[src/hdl/cmp_regs_pkg.sv]
// Package with register offsets, field layout and reset values of the comparator register bank.
package cmp_regs_pkg;
  localparam logic [7:0] CMP0_INPUT_SELECT_ADDR = 8'h9c;
  localparam logic [7:0] CMP1_MODE_SELECT_ADDR  = 8'h9e;
  localparam logic [7:0] CMP1_INPUT_SELECT_ADDR = 8'h9f;
  localparam int         RISE_IRQ_ENABLE_BIT    = 5;
  localparam int         FALL_IRQ_ENABLE_BIT    = 4;
  localparam int         MODE_LSB               = 0;
  localparam int         POS_SELECT_LSB         = 0;
  localparam int         NEG_SELECT_LSB         = 4;
  localparam logic [7:0] MODE_WRITE_MASK        = 8'h33;
  localparam logic [7:0] CMP0_INPUT_SELECT_RESET = 8'h77;
  localparam logic [7:0] CMP1_INPUT_SELECT_RESET = 8'h77;
  localparam logic [7:0] CMP1_MODE_SELECT_RESET  = 8'h02;
  localparam logic [23:0] CMP_POS_ROUTE_RESET   = 24'h004000;
  localparam logic [23:0] CMP_NEG_ROUTE_RESET   = 24'h008000;
  localparam logic [3:0] LAST_PIN_CODE          = 4'hb;
  localparam int         PIN_COUNT              = 24;

  typedef enum logic [1:0] {
    MODE_FASTEST = 2'b00,
    MODE_FAST    = 2'b01,
    MODE_SLOW    = 2'b10,
    MODE_SLOWEST = 2'b11
  } speed_mode_t;
endpackage

[src/hdl/cmp_select_if.sv]
// Interface carrying a comparator's select codes and the decoded pin routing.
`timescale 1ns/1ps
`default_nettype none
interface cmp_select_if;
  logic [3:0]                       positiveCode;
  logic [3:0]                       negativeCode;
  logic [cmp_regs_pkg::PIN_COUNT-1:0] positiveRoute;
  logic [cmp_regs_pkg::PIN_COUNT-1:0] negativeRoute;
  modport decoder (input positiveCode, input negativeCode,
                   output positiveRoute, output negativeRoute);
  modport owner   (output positiveCode, output negativeCode,
                   input positiveRoute, input negativeRoute);
endinterface
`default_nettype wire

[src/hdl/cmp_input_decode.sv]
// Decoder from one comparator's select codes to one-hot pin routing.
`timescale 1ns/1ps
`default_nettype none
module cmp_input_decode (
  cmp_select_if.decoder sel
);
  // Even pins for the positive side, odd pins for the negative side; codes above 11 route nothing.
  function automatic logic [cmp_regs_pkg::PIN_COUNT-1:0] route(input logic [3:0] code,
                                                               input logic       odd);
    logic [cmp_regs_pkg::PIN_COUNT-1:0] r;
    r = '0;
    if (code <= cmp_regs_pkg::LAST_PIN_CODE) begin
      r[{code, odd}] = 1'b1;
    end
    return r;
  endfunction

  assign sel.positiveRoute = route(sel.positiveCode, 1'b0);
  assign sel.negativeRoute = route(sel.negativeCode, 1'b1);
endmodule // cmp_input_decode
`default_nettype wire

[src/hdl/comparator_mode_and_input_select.sv]
// Register bank for comparator 1 mode and both comparators' input multiplexer selects.
// How it works
// - Mode register bits 7:6 and 3:2 read as zero and ignore writes.
// - Mode bit 5 enables comparator 1's rising-edge interrupt.
// - Mode bit 4 enables comparator 1's falling-edge interrupt.
// - Mode bits 1:0 pick one of four speed and power modes, 00 fastest, 11 slowest.
// - Each comparator has its own input multiplexer routing port pins to its inputs.
// - Positive select codes 0 to 11 pick even pins of ports 0 to 2 in order, others none.
// - Negative select codes 0 to 11 pick odd pins of ports 0 to 2 in order, others none.
// - Comparator 1 has its own select register working like comparator 0's.
// - Both multiplexers may pick the same pin at once with no interlock.
// - Edge flags are set by hardware on output edges and cleared only by software.
`timescale 1ns/1ps
`default_nettype none
module comparator_mode_and_input_select (
  // Clock and reset.
  input  wire logic        sys_clk,
  input  wire logic        reset,
  // Special-function register port.
  input  wire logic [7:0]  sfrAddr,
  input  wire logic        sfrWrite,
  input  wire logic [7:0]  sfrWdata,
  output logic      [7:0]  sfrRdata,
  // Comparator 1 edge flags, kept by the control register outside.
  input  wire logic        cmp1_rise_flag,
  input  wire logic        cmp1_fall_flag,
  // Comparator 1 configuration and request.
  output logic             cmp1_rise_irq_enable,
  output logic             cmp1_fall_irq_enable,
  output logic      [1:0]  cmp1_speed_power_mode,
  output logic             cmp1IrqRequest,
  // Multiplexer select codes and decoded routing.
  output logic      [3:0]  cmp0_positive_select,
  output logic      [3:0]  cmp0_negative_select,
  output logic      [3:0]  cmp1_positive_select,
  output logic      [3:0]  cmp1_negative_select,
  output logic      [23:0] cmp0PositiveRoute,
  output logic      [23:0] cmp0NegativeRoute,
  output logic      [23:0] cmp1PositiveRoute,
  output logic      [23:0] cmp1NegativeRoute
);
  // Stored register images.
  logic [7:0]  modeReg;
  logic [7:0]  modeNext;
  logic [7:0]  sel0Reg;
  logic [7:0]  sel0Next;
  logic [7:0]  sel1Reg;
  logic [7:0]  sel1Next;

  // Next values of the registered outputs.
  logic [7:0]  rdataNext;
  logic        irqNext;
  logic        riseEnableNext;
  logic        fallEnableNext;
  logic [1:0]  speedModeNext;
  logic [3:0]  pos0Next;
  logic [3:0]  neg0Next;
  logic [3:0]  pos1Next;
  logic [3:0]  neg1Next;
  logic [23:0] route0PosNext;
  logic [23:0] route0NegNext;
  logic [23:0] route1PosNext;
  logic [23:0] route1NegNext;

  // Address decode and interrupt causes.
  wire         selectMode;
  wire         selectSel0;
  wire         selectSel1;
  wire         hitMode;
  wire         hitSel0;
  wire         hitSel1;
  wire         riseCause;
  wire         fallCause;

  // The same address compare feeds both the write strobes and the read multiplexer.
  function automatic logic addrIs(input logic [7:0] addr,
                                  input logic [7:0] target);
    return addr == target;
  endfunction

  cmp_select_if sel0Bus ();
  cmp_select_if sel1Bus ();

  assign selectMode = addrIs(sfrAddr, cmp_regs_pkg::CMP1_MODE_SELECT_ADDR);
  assign selectSel0 = addrIs(sfrAddr, cmp_regs_pkg::CMP0_INPUT_SELECT_ADDR);
  assign selectSel1 = addrIs(sfrAddr, cmp_regs_pkg::CMP1_INPUT_SELECT_ADDR);
  assign hitMode    = sfrWrite && selectMode;
  assign hitSel0    = sfrWrite && selectSel0;
  assign hitSel1    = sfrWrite && selectSel1;

  // Unused bits never store, so they read back as zero without a separate read mask.
  assign modeNext = hitMode ? (sfrWdata & cmp_regs_pkg::MODE_WRITE_MASK) : modeReg;
  assign sel0Next = hitSel0 ? sfrWdata : sel0Reg;
  assign sel1Next = hitSel1 ? sfrWdata : sel1Reg;

  // Reads see the value after a same-cycle write, so software never reads a stale byte.
  assign rdataNext = selectMode ? modeNext :
                     selectSel0 ? sel0Next :
                     selectSel1 ? sel1Next : 8'h00;

  // Fields of the mode register.
  assign riseEnableNext = modeNext[cmp_regs_pkg::RISE_IRQ_ENABLE_BIT];
  assign fallEnableNext = modeNext[cmp_regs_pkg::FALL_IRQ_ENABLE_BIT];
  assign speedModeNext  = modeNext[cmp_regs_pkg::MODE_LSB +: 2];

  // Fields of the two select registers.
  assign pos0Next = sel0Next[cmp_regs_pkg::POS_SELECT_LSB +: 4];
  assign neg0Next = sel0Next[cmp_regs_pkg::NEG_SELECT_LSB +: 4];
  assign pos1Next = sel1Next[cmp_regs_pkg::POS_SELECT_LSB +: 4];
  assign neg1Next = sel1Next[cmp_regs_pkg::NEG_SELECT_LSB +: 4];

  // Flags are only read here; their set and clear live with the control register.
  assign riseCause = cmp1_rise_flag && riseEnableNext;
  assign fallCause = cmp1_fall_flag && fallEnableNext;
  assign irqNext   = riseCause || fallCause;

  // One decoder per comparator; nothing compares the two, so shared pins are allowed.
  assign sel0Bus.positiveCode = pos0Next;
  assign sel0Bus.negativeCode = neg0Next;
  assign sel1Bus.positiveCode = pos1Next;
  assign sel1Bus.negativeCode = neg1Next;
  assign route0PosNext = sel0Bus.positiveRoute;
  assign route0NegNext = sel0Bus.negativeRoute;
  assign route1PosNext = sel1Bus.positiveRoute;
  assign route1NegNext = sel1Bus.negativeRoute;

  cmp_input_decode decode0 (.sel(sel0Bus.decoder));
  cmp_input_decode decode1 (.sel(sel1Bus.decoder));

  // Mode register image.
  always_ff @(posedge sys_clk) begin
    if (reset) begin
      modeReg <= cmp_regs_pkg::CMP1_MODE_SELECT_RESET;
    end else begin
      modeReg <= modeNext;
    end
  end

  // Comparator 0 select register image.
  always_ff @(posedge sys_clk) begin
    if (reset) begin
      sel0Reg <= cmp_regs_pkg::CMP0_INPUT_SELECT_RESET;
    end else begin
      sel0Reg <= sel0Next;
    end
  end

  // Comparator 1 select register image.
  always_ff @(posedge sys_clk) begin
    if (reset) begin
      sel1Reg <= cmp_regs_pkg::CMP1_INPUT_SELECT_RESET;
    end else begin
      sel1Reg <= sel1Next;
    end
  end

  // Outputs are registered copies of the next state so they line up with the stored registers.
  always_ff @(posedge sys_clk) begin
    if (reset) begin
      sfrRdata       <= 8'h00;
      cmp1IrqRequest <= 1'b0;
    end else begin
      sfrRdata       <= rdataNext;
      cmp1IrqRequest <= irqNext;
    end
  end

  // Mode outputs.
  always_ff @(posedge sys_clk) begin
    if (reset) begin
      cmp1_rise_irq_enable  <= cmp_regs_pkg::CMP1_MODE_SELECT_RESET[5];
      cmp1_fall_irq_enable  <= cmp_regs_pkg::CMP1_MODE_SELECT_RESET[4];
      cmp1_speed_power_mode <= cmp_regs_pkg::CMP1_MODE_SELECT_RESET[1:0];
    end else begin
      cmp1_rise_irq_enable  <= riseEnableNext;
      cmp1_fall_irq_enable  <= fallEnableNext;
      cmp1_speed_power_mode <= speedModeNext;
    end
  end

  // Comparator 0 select codes.
  always_ff @(posedge sys_clk) begin
    if (reset) begin
      cmp0_positive_select <= cmp_regs_pkg::CMP0_INPUT_SELECT_RESET[3:0];
      cmp0_negative_select <= cmp_regs_pkg::CMP0_INPUT_SELECT_RESET[7:4];
    end else begin
      cmp0_positive_select <= pos0Next;
      cmp0_negative_select <= neg0Next;
    end
  end

  // Comparator 1 select codes.
  always_ff @(posedge sys_clk) begin
    if (reset) begin
      cmp1_positive_select <= cmp_regs_pkg::CMP1_INPUT_SELECT_RESET[3:0];
      cmp1_negative_select <= cmp_regs_pkg::CMP1_INPUT_SELECT_RESET[7:4];
    end else begin
      cmp1_positive_select <= pos1Next;
      cmp1_negative_select <= neg1Next;
    end
  end

  // Comparator 0 routing; the reset pattern is the decode of the reset select code.
  always_ff @(posedge sys_clk) begin
    if (reset) begin
      cmp0PositiveRoute <= cmp_regs_pkg::CMP_POS_ROUTE_RESET;
      cmp0NegativeRoute <= cmp_regs_pkg::CMP_NEG_ROUTE_RESET;
    end else begin
      cmp0PositiveRoute <= route0PosNext;
      cmp0NegativeRoute <= route0NegNext;
    end
  end

  // Comparator 1 routing.
  always_ff @(posedge sys_clk) begin
    if (reset) begin
      cmp1PositiveRoute <= cmp_regs_pkg::CMP_POS_ROUTE_RESET;
      cmp1NegativeRoute <= cmp_regs_pkg::CMP_NEG_ROUTE_RESET;
    end else begin
      cmp1PositiveRoute <= route1PosNext;
      cmp1NegativeRoute <= route1NegNext;
    end
  end
endmodule // comparator_mode_and_input_select
`default_nettype wire

[config.mk]
export PLATFORM = sky130hd
export DESIGN_NAME = comparator_mode_and_input_select
export DESIGN_NICKNAME = d
export VERILOG_FILES = /design/src/hdl/cmp_regs_pkg.sv /design/src/hdl/cmp_select_if.sv /design/src/hdl/cmp_input_decode.sv /design/src/hdl/comparator_mode_and_input_select.sv
export SDC_FILE = /design/constraint.sdc
export NUM_CORES = 1
export LEC_CHECK = 0
export ABC_AREA = 1
export ABC_CLOCK_PERIOD_IN_PS = 2600
export BUFFER_PORTS_ARGS = -buffer_cell sky130_fd_sc_hd__buf_2
export CAP_MARGIN = 0
export CORE_AREA = 4 4 115 89
export DETAILED_ROUTE_END_ITERATION = 8
export DIE_AREA = 0 0 119 93
export HOLD_SLACK_MARGIN = 0.08
export PLACE_DENSITY = 0.86
export SLEW_MARGIN = 30
export SYNTH_ARGS = -nofsm -noshare
export SYNTH_HDL_FRONTEND = slang
export SYNTH_HIERARCHICAL = 1
export SYNTH_SLANG_ARGS = --single-unit
[constraint.sdc]
create_clock -name sys_clk -period 2.6 [get_ports sys_clk]
set_input_delay 0.26 -clock sys_clk [delete_from_list [all_inputs] [get_ports sys_clk]]
set_output_delay 0.26 -clock sys_clk [all_outputs]
set_load 0.03 [all_outputs]
==> results of run 1 <==
[worst max-delay path: cells and delay by family]
family	cells	cell delay, ps
buf+inv	3	1420
simple gates	2	290
[through the flow]
| stage | hold slack (ps) | instances | power [W] | instance area, um^2 |
|---|---|---|---|---|
| 3_3_place_gp | 427 | 945 | 0.00232 | 5700 |
| 4_1_cts | 122 | 979 | 0.00489 | 6370 |
| 3_5_place_dp | 430 | 945 | 0.00232 | 5700 |
| 6_report | 147 | 979 | 0.00485 | 6370 |
| 2_1_floorplan | 391 | 738 | 0.00231 | 5270 |
| 5_1_grt | 146 | 979 | 0.00503 | 6370 |
[logic make-up (layout without fill, tap and decap cells)]
logic type / Yosys count / after routing / share of synthesized area
simple gates: 326 / 326 / 0.274
buf+inv: 229 / 342 / 0.211
flops: 129 / 129 / 0.507
compound gates: 6 / 6 / 0.00736
other cells: 2 / 48 / 0.00147
[power groups by stage]
stage          clock, W  sequential (W)  combinational, W
6_report        0.00256         0.00203          0.000258
5_1_grt         0.00271         0.00203          0.000286
4_1_cts         0.00261         0.00203          0.000255
3_5_place_dp          0         0.00207          0.000253
3_3_place_gp          0         0.00207          0.000252
2_1_floorplan         0         0.00216          0.000150
[layout make-up]
cell class                      count  area, um^2
Sequential cell                   129        2580
Timing Repair Buffer              149         763
Tap cell                          128         160
Fill cell                         747        2680
Multi-Input combinational cell    380        1610
Clock inverter                     10         181
Clock buffer                       22         464
Inverter                          161         604
[what timing repair did]
| item | in CTS | in global routing |
|---|---|---|
| buffers inserted | 0 | 0 |
| endpoints found under the hold margin | 1 | 0 |
| hold buffers | 2 | 0 |
[placed cells by master (no fill, tap or decap), types with 2 or more instances in the layout]
cell / synthesis / routed
clkbuf_8: 0 / 2
buf_2: 3 / 144
nand2_1: 101 / 101
inv_2: 4 / 4
clkbuf_16: 0 / 17
conb_1: 2 / 48
nand4_1: 9 / 9
nor2_1: 169 / 169
nand3_1: 26 / 26
clkbuf_1: 11 / 3
buf_4: 51 / 3
o21ai_1: 2 / 2
bufinv_16: 0 / 5
and2_1: 2 / 2
o211ai_1: 3 / 3
dfxtp_1: 129 / 129
nor2_4: 2 / 2
nand3_4: 2 / 2
or2_2: 4 / 4
clkinv_2: 0 / 3
nand2_2: 6 / 6
inv_1: 157 / 157
dlygate4sd3_1: 0 / 2
[cells in the mapped netlist, types with 2 or more instances]
library cell / n / area share
o21ai_1: 2 / 0.0020
nand2_2: 6 / 0.0074
nand2_1: 101 / 0.074
nand3_1: 26 / 0.026
buf_2: 3 / 0.0029
and2_1: 2 / 0.0025
buf_6: 2 / 0.0044
o211ai_1: 3 / 0.0044
clkbuf_1: 11 / 0.0081
inv_2: 4 / 0.0029
nor2_4: 2 / 0.0044
or2_2: 4 / 0.0049
buf_4: 51 / 0.075
conb_1: 2 / 0.0015
dfxtp_1: 129 / 0.51
nand3_4: 2 / 0.0069
inv_1: 157 / 0.12
nor2_1: 169 / 0.12
nand4_1: 9 / 0.011
[flip-flops by register name, indices dropped and copies added (netlist names)]
signal	count
sfrRdata	8
sel0Reg	8
cmp1IrqRequest	1
cmp1NegativeRoute	24
cmp1PositiveRoute	24
sel1Reg	8
modeReg	8
cmp0PositiveRoute	24
cmp0NegativeRoute	24
[how the worst max path moves through the flow]
stage | from | endpoint | slack, ps
detailed placement | sfrAddr[6] | cmp0PositiveRoute[14] | 730
floorplan | sfrAddr[7] | cmp0PositiveRoute[14] | 1150
finish | reset | cmp1IrqRequest | 910
global route | reset | cmp1IrqRequest | 790
global placement | sfrAddr[6] | cmp0NegativeRoute[15] | 780
CTS | reset | cmp1IrqRequest | 940
[per-layer routing]
layer | wire (um) | GRT usage | vias up
met1 | 4370 | 0.226 | 1733
met2 | 4580 | 0.307 | 155
li1 | - | - | 2172
met4 | 103 | 0.0579 | 0
met3 | 1150 | 0.108 | 10
met5 | 0 | 0 | -
==> out/qor.csv, run 1 <==
stage,metric,value,unit
synthesis,synth_warnings,6,
power,seqPwrFrac,0.418,
routing,avgViaCountPerCell,4.16,
finish,area_growth_syn_to_layout,25.0,%
clock_tree,clk_latency,410,ps
place,pre_cts_ws,725,ps
timing,fmax,593,MHz
routing,drc,0,
floorplanning,core-area,9050,um^2
timing,tightest_slew,725,ps
min_path,min_from,sfrWdata[0],
floorplanning,num_io_pins,146,
synthesis,synth-edff-count,0,
worst_setup_path,max_stage_delay,550,ps
min_path,worstHoldEndpoint,modeReg[0],
synthesis,netlist_area,5100,um^2
global_route,overflow,0,
min_path,hold_depth,3,
timing,finalMaxSlewViolations,0,
synthesis,seq_area_frac_synth,0.507,
worst_setup_path,startpoint_type,primary input,
finish,drive_gt1_frac,0.234,
clock_tree,clockBufferDepth,2,
worst_setup_path,required,2900,ps
power,cellLeakagePower,3.39,nW
synthesis,synth_seq_cells,129,
clock_tree,clock-sinks,129,
timing,setup_viol,0,
power,combPwrFrac,0.053,
clock_tree,cts_tree,built,
floorplanning,die_w,119,um
worst_setup_path,worstReg2RegEnd,cmp1IrqRequest,
global_route,grt_usage,0.194,
worst_setup_path,end_kind,register,
clock_tree,cts-buffers-inserted,17,
power,peakVddDrop,0.511,mV
power,power.density,761,nW/um^2
finish,finish.utilization,0.704,
synthesis,synth_cells,692,
timing,finalSetupTns,0,ps
worst_setup_path,cp_max_fo,46,
clock_tree,cts_resized,0,
place,detailed_place_hpwl,7450,um
routing,wirelength,10200,um
routing,antenna_left,0,
worst_setup_path,crit_chain,buf_4 -> inv_1 -> nand3_1 -> nand2_1 -> dlygate4sd3_1,
worst_setup_path,arrival,1980,ps
routing,wl_per_cell,10.4,um
synthesis,synth_cell_types,26,
min_path,hold_class,primary input to register,
routing,vias,4070,
power,clkPwrFrac,0.528,
place,gp_congestion,0.919,
finish,diodes,0,
power,p_int,0.00383,W
timing,max-slew-margin-rel,0.516,
worst_setup_path,setup.worst_path.class,primary input to register,
worst_setup_path,rrSetupSlack,1300,ps
global_route,grt_max_degree,47,
clock_tree,root_buffer,clkbuf_16,
routing,drt-pass1-iter-count,5,
synthesis,synth_top_flop_cell,dfxtp_1,
finish,nets,859,
global_route,grt_pass1_wl,17000,um
routing,dr.first_iter.drc_count,194,
worst_setup_path,rr_startpoint,modeReg[4],
power,switching_share,0.209,
synthesis,synth-async-reset-ratio,0,
power,p_sw,0.00101,W
timing,layout_min_cycle_time,1690,ps
floorplanning,row_count,30,
floorplanning,die_h,93,um
worst_setup_path,reg2reg_depth,5,
timing,finalClockSkew,9.48,ps
clock_tree,clkTransAtPathRegs,50,ps
timing,rsz0062_at_grt,no,
global_route,antenna_found_initial,0,
clock_tree,htree_levels,4,
run,drv_cap,0,
synthesis,syn_area_per_cell,7.37,um^2
timing,finalCritPeriodShare,0.649,
worst_setup_path,critPathSlowestCell,dlygate4sd3_1,
floorplanning,start_util,0.563,
status,outcome,"complete, no violations",
timing,finalHoldViolations,0,
floorplanning,dieArea,11100,um^2
global_route,grt_pass1_vias,3822,
place,io_buffers,145,
timing,setup_ws,913,ps
Power figures use the tool's default switching activity.
==> run 2: changes to the inputs <==
Settings changed: ABC_CLOCK_PERIOD_IN_PS 2600 to 1700, CORE_AREA 4 4 115 89 to 4 4 119 92, DIE_AREA 0 0 119 93 to 0 0 123 96, PLACE_DENSITY 0.86 to 0.81.
Clock period 2.6 ns to 1.7 ns, I/O delays scaled along.
==> out/qor.csv, run 2 (same netlist as run 1, synthesis figures left out) <==
stage,metric,value,unit
worst_setup_path,cp.buffers_inverters,4,
power,p_int,0.00550,W
floorplanning,dieArea,11800,um^2
power,peakVddDrop,0.825,mV
global_route,grt_pass1_vias,3837,
floorplanning,die_h,96,um
clock_tree,root_buffer,clkbuf_16,
finish,diodes,0,
worst_setup_path,rrSetupSlack,410,ps
routing,wl_per_cell,10.9,um
global_route,antenna_found_initial,0,
power,p_sw,0.00156,W
finish,finish.utilization,0.661,
worst_setup_path,end_kind,register,
power,combPwrFrac,0.058,
worst_setup_path,arrival,1750,ps
worst_setup_path,setup.worst_path.class,primary input to register,
min_path,hold_class,primary input to register,
worst_setup_path,startpoint_type,primary input,
run,drv_cap,0,
place,detailed_place_hpwl,7850,um
place,io_buffers,145,
timing,finalHoldViolations,0,
routing,wirelength,10800,um
worst_setup_path,max_stage_delay,560,ps
finish,area_growth_syn_to_layout,25.3,%
clock_tree,cts_setup_buffers,0,
global_route,grt_max_degree,33,
worst_setup_path,path_delay_family,buffers and inverters,
timing,rsz0062_at_grt,no,
place,gp_congestion,0.931,
clock_tree,clockBufferDepth,2,
worst_setup_path,rr_startpoint,modeReg[4],
power,p_total,0.00706,W
timing,finalCritPeriodShare,0.857,
floorplanning,die_w,123,um
routing,drc,0,
global_route,grt_pass1_wl,17300,um
clock_tree,cts-buffers-inserted,17,
routing,vias,4122,
power,switching_share,0.221,
timing,layout_min_cycle_time,1460,ps
floorplanning,start_util,0.528,
status,outcome,"complete, no violations",
power,seqPwrFrac,0.439,
worst_setup_path,reg2reg_depth,5,
power,cellLeakagePower,3.40,nW
routing,avgViaCountPerCell,4.16,
worst_setup_path,crit_path_end,cmp1PositiveRoute[14],
clock_tree,clk_latency,410,ps
worst_setup_path,worstReg2RegEnd,cmp1IrqRequest,
worst_setup_path,cp.depth,9,
timing,setup_viol,0,
worst_setup_path,crit_chain,dlygate4sd3_1 -> buf_2 -> inv_1 -> nand4_1 -> nand2_1 -> inv_1 -> nand2_1 -> nor2_1 -> or2_2,
worst_setup_path,critPathSlowestCell,dlygate4sd3_1,
global_route,overflow,0,
power,clkPwrFrac,0.503,
routing,antenna_left,0,
timing,finalSetupTns,0,ps
floorplanning,num_io_pins,146,
floorplanning,core-area,9660,um^2
routing,drt-pass1-iter-count,5,
worst_setup_path,worstSetupStartpoint,sfrWdata[0],
timing,finalClockSkew,4.46,ps
routing,dr.first_iter.drc_count,190,
finish,nets,867,
finish,drive_gt1_frac,0.241,
floorplanning,row_count,31,
worst_setup_path,cp_max_fo,3,
global_route,grt_usage,0.191,
worst_setup_path,required,1990,ps
clock_tree,cts_tree,built,
timing,fmax,687,MHz
timing,finalMaxSlewViolations,0,
finish,layout_commonest_cell,nor2_1,
clock_tree,htree_levels,4,
power,power.density,1110,nW/um^2
clock_tree,clock-sinks,129,
clock_tree,clkTransAtPathRegs,50,ps
finish,layout_common_cells,"nor2_1, inv_1, buf_2, dfxtp_1, nand2_1",
[run 2: cell types whose count changed in the layout (fill, tap and decap cells not counted), sizes merged]
cell,before,now
dlygate4sd3,2,3
clkinv,4,6
bufinv,5,2
clkbuf,22,23
buf,147,154
[run 2: cell type report]
class / instances / area (um^2)
Clock buffer: 23 / 488
Clock inverter: 9 / 105
Sequential cell: 129 / 2580
Tap cell: 132 / 165
Timing Repair Buffer: 157 / 826
Fill cell: 815 / 3270
Inverter: 161 / 604
Multi-Input combinational cell: 380 / 1610
[run 2: how the worst min path moves through the flow]
stage,from,end,slack (ps),cells past startpoint
after floorplan,cmp1_fall_flag,cmp1IrqRequest,300,2
after global routing,sfrWdata[1],modeReg[1],120,3
final,sfrWdata[1],modeReg[1],100,3
after CTS,sfrWdata[1],modeReg[1],90,3
after global placement,cmp1_fall_flag,cmp1IrqRequest,390,3
after detailed placement,cmp1_fall_flag,cmp1IrqRequest,400,3
[run 2: power by group through the flow]
stage                     combinational, W  sequential [W]  clock (W)
final                             0.000407         0.00310    0.00355
after global routing              0.000451         0.00311    0.00379
after global placement            0.000396         0.00316          0
after floorplan                   0.000229         0.00330          0
after CTS                         0.000403         0.00310    0.00363
after detailed placement          0.000397         0.00317          0
[run 2: what timing repair did]
item	in CTS	in global routing
hold buffers	3	0
endpoints found under the hold margin	2	0
gates resized for setup	0	0
[run 2: metal layers]
| layer | track usage | up-vias | wire (um) |
|---|---|---|---|
| li1 | - | 2184 | - |
| met1 | 0.222 | 1777 | 4590 |
| met2 | 0.311 | 150 | 4930 |
| met3 | 0.0887 | 11 | 1160 |
| met4 | 0.0710 | 0 | 116 |
| met5 | 0 | - | 0 |
[run 2: worst register-to-register path, cell delays in order, from the launching register on]
cell	delay, ps
dfxtp_1	350
nand2_1	90
o21ai_1	110
nand3_1	90
nand2_1	60
dlygate4sd3_1	540
[run 2: stage by stage]
stage	area, um^2	std cells	hold slack [ps]	worst slack, ps
finish	6380	991	102	244
global route	6380	991	120	156
CTS	6380	991	94.0	268
detailed placement	5760	956	402	54.6
global placement	5760	956	394	142
floorplan	5270	738	301	339
==> run 3: changes to the inputs <==
Settings changed: REMOVE_ABC_BUFFERS set to 1.
==> out/qor.csv, run 3 (same netlist as run 1, synthesis figures left out) <==
stage,metric,value,unit
min_path,worstHoldEndpoint,modeReg[1],
clock_tree,cts_hold_buf,3,
clock_tree,clkTransAtPathRegs,60,ps
routing,avgViaCountPerCell,4.11,
worst_setup_path,reg2reg_depth,5,
floorplanning,dieArea,11800,um^2
routing,antenna_left,0,
clock_tree,clock-sinks,129,
min_path,hold_class,primary input to register,
worst_setup_path,arrival,1750,ps
status,outcome,"complete, no violations",
global_route,grt_usage,0.188,
min_path,hold_depth,3,
place,gp_congestion,0.897,
finish,drive_gt1_frac,0.240,
clock_tree,cts_setup_buffers,0,
global_route,grt_pass1_wl,17200,um
power,peakVddDrop,0.646,mV
clock_tree,cts-buffers-inserted,17,
worst_setup_path,startpoint_type,primary input,
worst_setup_path,worstReg2RegEnd,cmp1IrqRequest,
worst_setup_path,crit_top_cell,nand2_1,
timing,setup_viol,0,
min_path,min_from,sfrWdata[1],
worst_setup_path,required,1980,ps
global_route,overflow,0,
worst_setup_path,max_stage_delay,540,ps
timing,finalHoldViolations,0,
routing,wl_per_cell,10.6,um
routing,wirelength,10500,um
routing,vias,4068,
timing,finalClockSkew,5.04,ps
worst_setup_path,worstSetupStartpoint,sfrAddr[6],
global_route,grt_max_degree,106,
finish,fin_area,6410,um^2
clock_tree,clockBufferDepth,2,
place,placed_area,5770,um^2
floorplanning,num_io_pins,146,
clock_tree,root_buffer,clkbuf_16,
finish,diodes,0,
timing,max-slew-margin-rel,0.654,
timing,holdWs,111,ps
clock_tree,clk_latency,400,ps
power,power.density,1120,nW/um^2
global_route,antenna_found_initial,0,
worst_setup_path,rrSetupSlack,430,ps
global_route,grt_pass1_vias,3840,
clock_tree,cts_resized,0,
worst_setup_path,cp.buffers_inverters,4,
timing,rsz0062_at_grt,no,
finish,layout_common_cells,"nor2_1, inv_1, buf_2, dfxtp_1, nand2_1",
routing,drc,0,
timing,layout_min_cycle_time,1470,ps
timing,fmax,682,MHz
worst_setup_path,setup.worst_path.class,primary input to register,
timing,tightest_slew,518,ps
finish,area_growth_syn_to_layout,25.8,%
finish,layout_commonest_cell,nor2_1,
worst_setup_path,crit_chain,buf_2 -> inv_1 -> nand2_2 -> nor2_4 -> buf_4 -> nand3_4 -> nand2_1 -> o21ai_1 -> nand3_1 -> nand2_1 -> dlygate4sd3_1,
worst_setup_path,path_delay_family,buffers and inverters,
clock_tree,cts_tree,built,
timing,finalSetupTns,0,ps
clock_tree,htree_levels,4,
floorplanning,row_count,31,
power,cellLeakagePower,3.40,nW
worst_setup_path,cp_max_fo,10,
floorplanning,die_w,123,um
routing,drt-pass1-iter-count,4,
floorplanning,die_h,96,um
floorplanning,core-area,9660,um^2
worst_setup_path,rr_startpoint,modeReg[5],
finish,nets,866,
place,detailed_place_hpwl,7510,um
floorplanning,start_util,0.528,
timing,finalCritPeriodShare,0.862,
timing,finalMaxSlewViolations,0,
run,drv_cap,0,
place,io_buffers,145,
routing,dr.first_iter.drc_count,219,
worst_setup_path,end_kind,register,
worst_setup_path,critPathSlowestCell,dlygate4sd3_1,
[run 3: worst min-delay path, stage by stage]
cell and delay [ps]:
buf_2 110, nand4_1 110, nand3_1 70
[run 3: layer usage]
metal / share of wire / track usage / vias up
met5: 0 / 0 / -
met4: 0.0054 / 0.0627 / 0
met3: 0.091 / 0.0846 / 6
met2: 0.46 / 0.308 / 127
met1: 0.45 / 0.220 / 1750
li1: - / - / 2185
[run 3: how the worst max path moves through the flow]
stage | endpoint | depth (start not counted)
after detailed placement | cmp1PositiveRoute[14] | 11
final | cmp1IrqRequest | 11
after global placement | cmp0NegativeRoute[15] | 11
after global routing | cmp1IrqRequest | 11
after floorplan | cmp0PositiveRoute[14] | 11
after CTS | cmp1IrqRequest | 11
[run 3: per-stage QoR]
step                power, W  cells  setup WS (ps)  utilization
floorplan            0.00340    670            213            -
global placement     0.00356    955            139        0.597
detailed placement   0.00356    955           90.2        0.597
CTS                  0.00727    989            270        0.664
global route         0.00745    989            119        0.664
finish               0.00719    989            234        0.664
[run 3: final cells by class]
| class | count | area [um^2] |
|---|---|---|
| Sequential cell | 129 | 2580 |
| Tap cell | 132 | 165 |
| Clock buffer | 22 | 484 |
| Multi-Input combinational cell | 380 | 1610 |
| Inverter | 161 | 604 |
| Fill cell | 821 | 3250 |
| Timing Repair Buffer | 156 | 831 |
| Clock inverter | 9 | 130 |
[run 3: power breakdown]
part | internal, W | leakage (nW) | switching, W | total (W)
registers | 0.00309 | 1.05 | 0.0000139 | 0.00310
clock network | 0.00245 | 0.290 | 0.00124 | 0.00369
logic | 0.000111 | 2.06 | 0.000293 | 0.000404
total | 0.00565 | 3.40 | 0.00155 | 0.00719
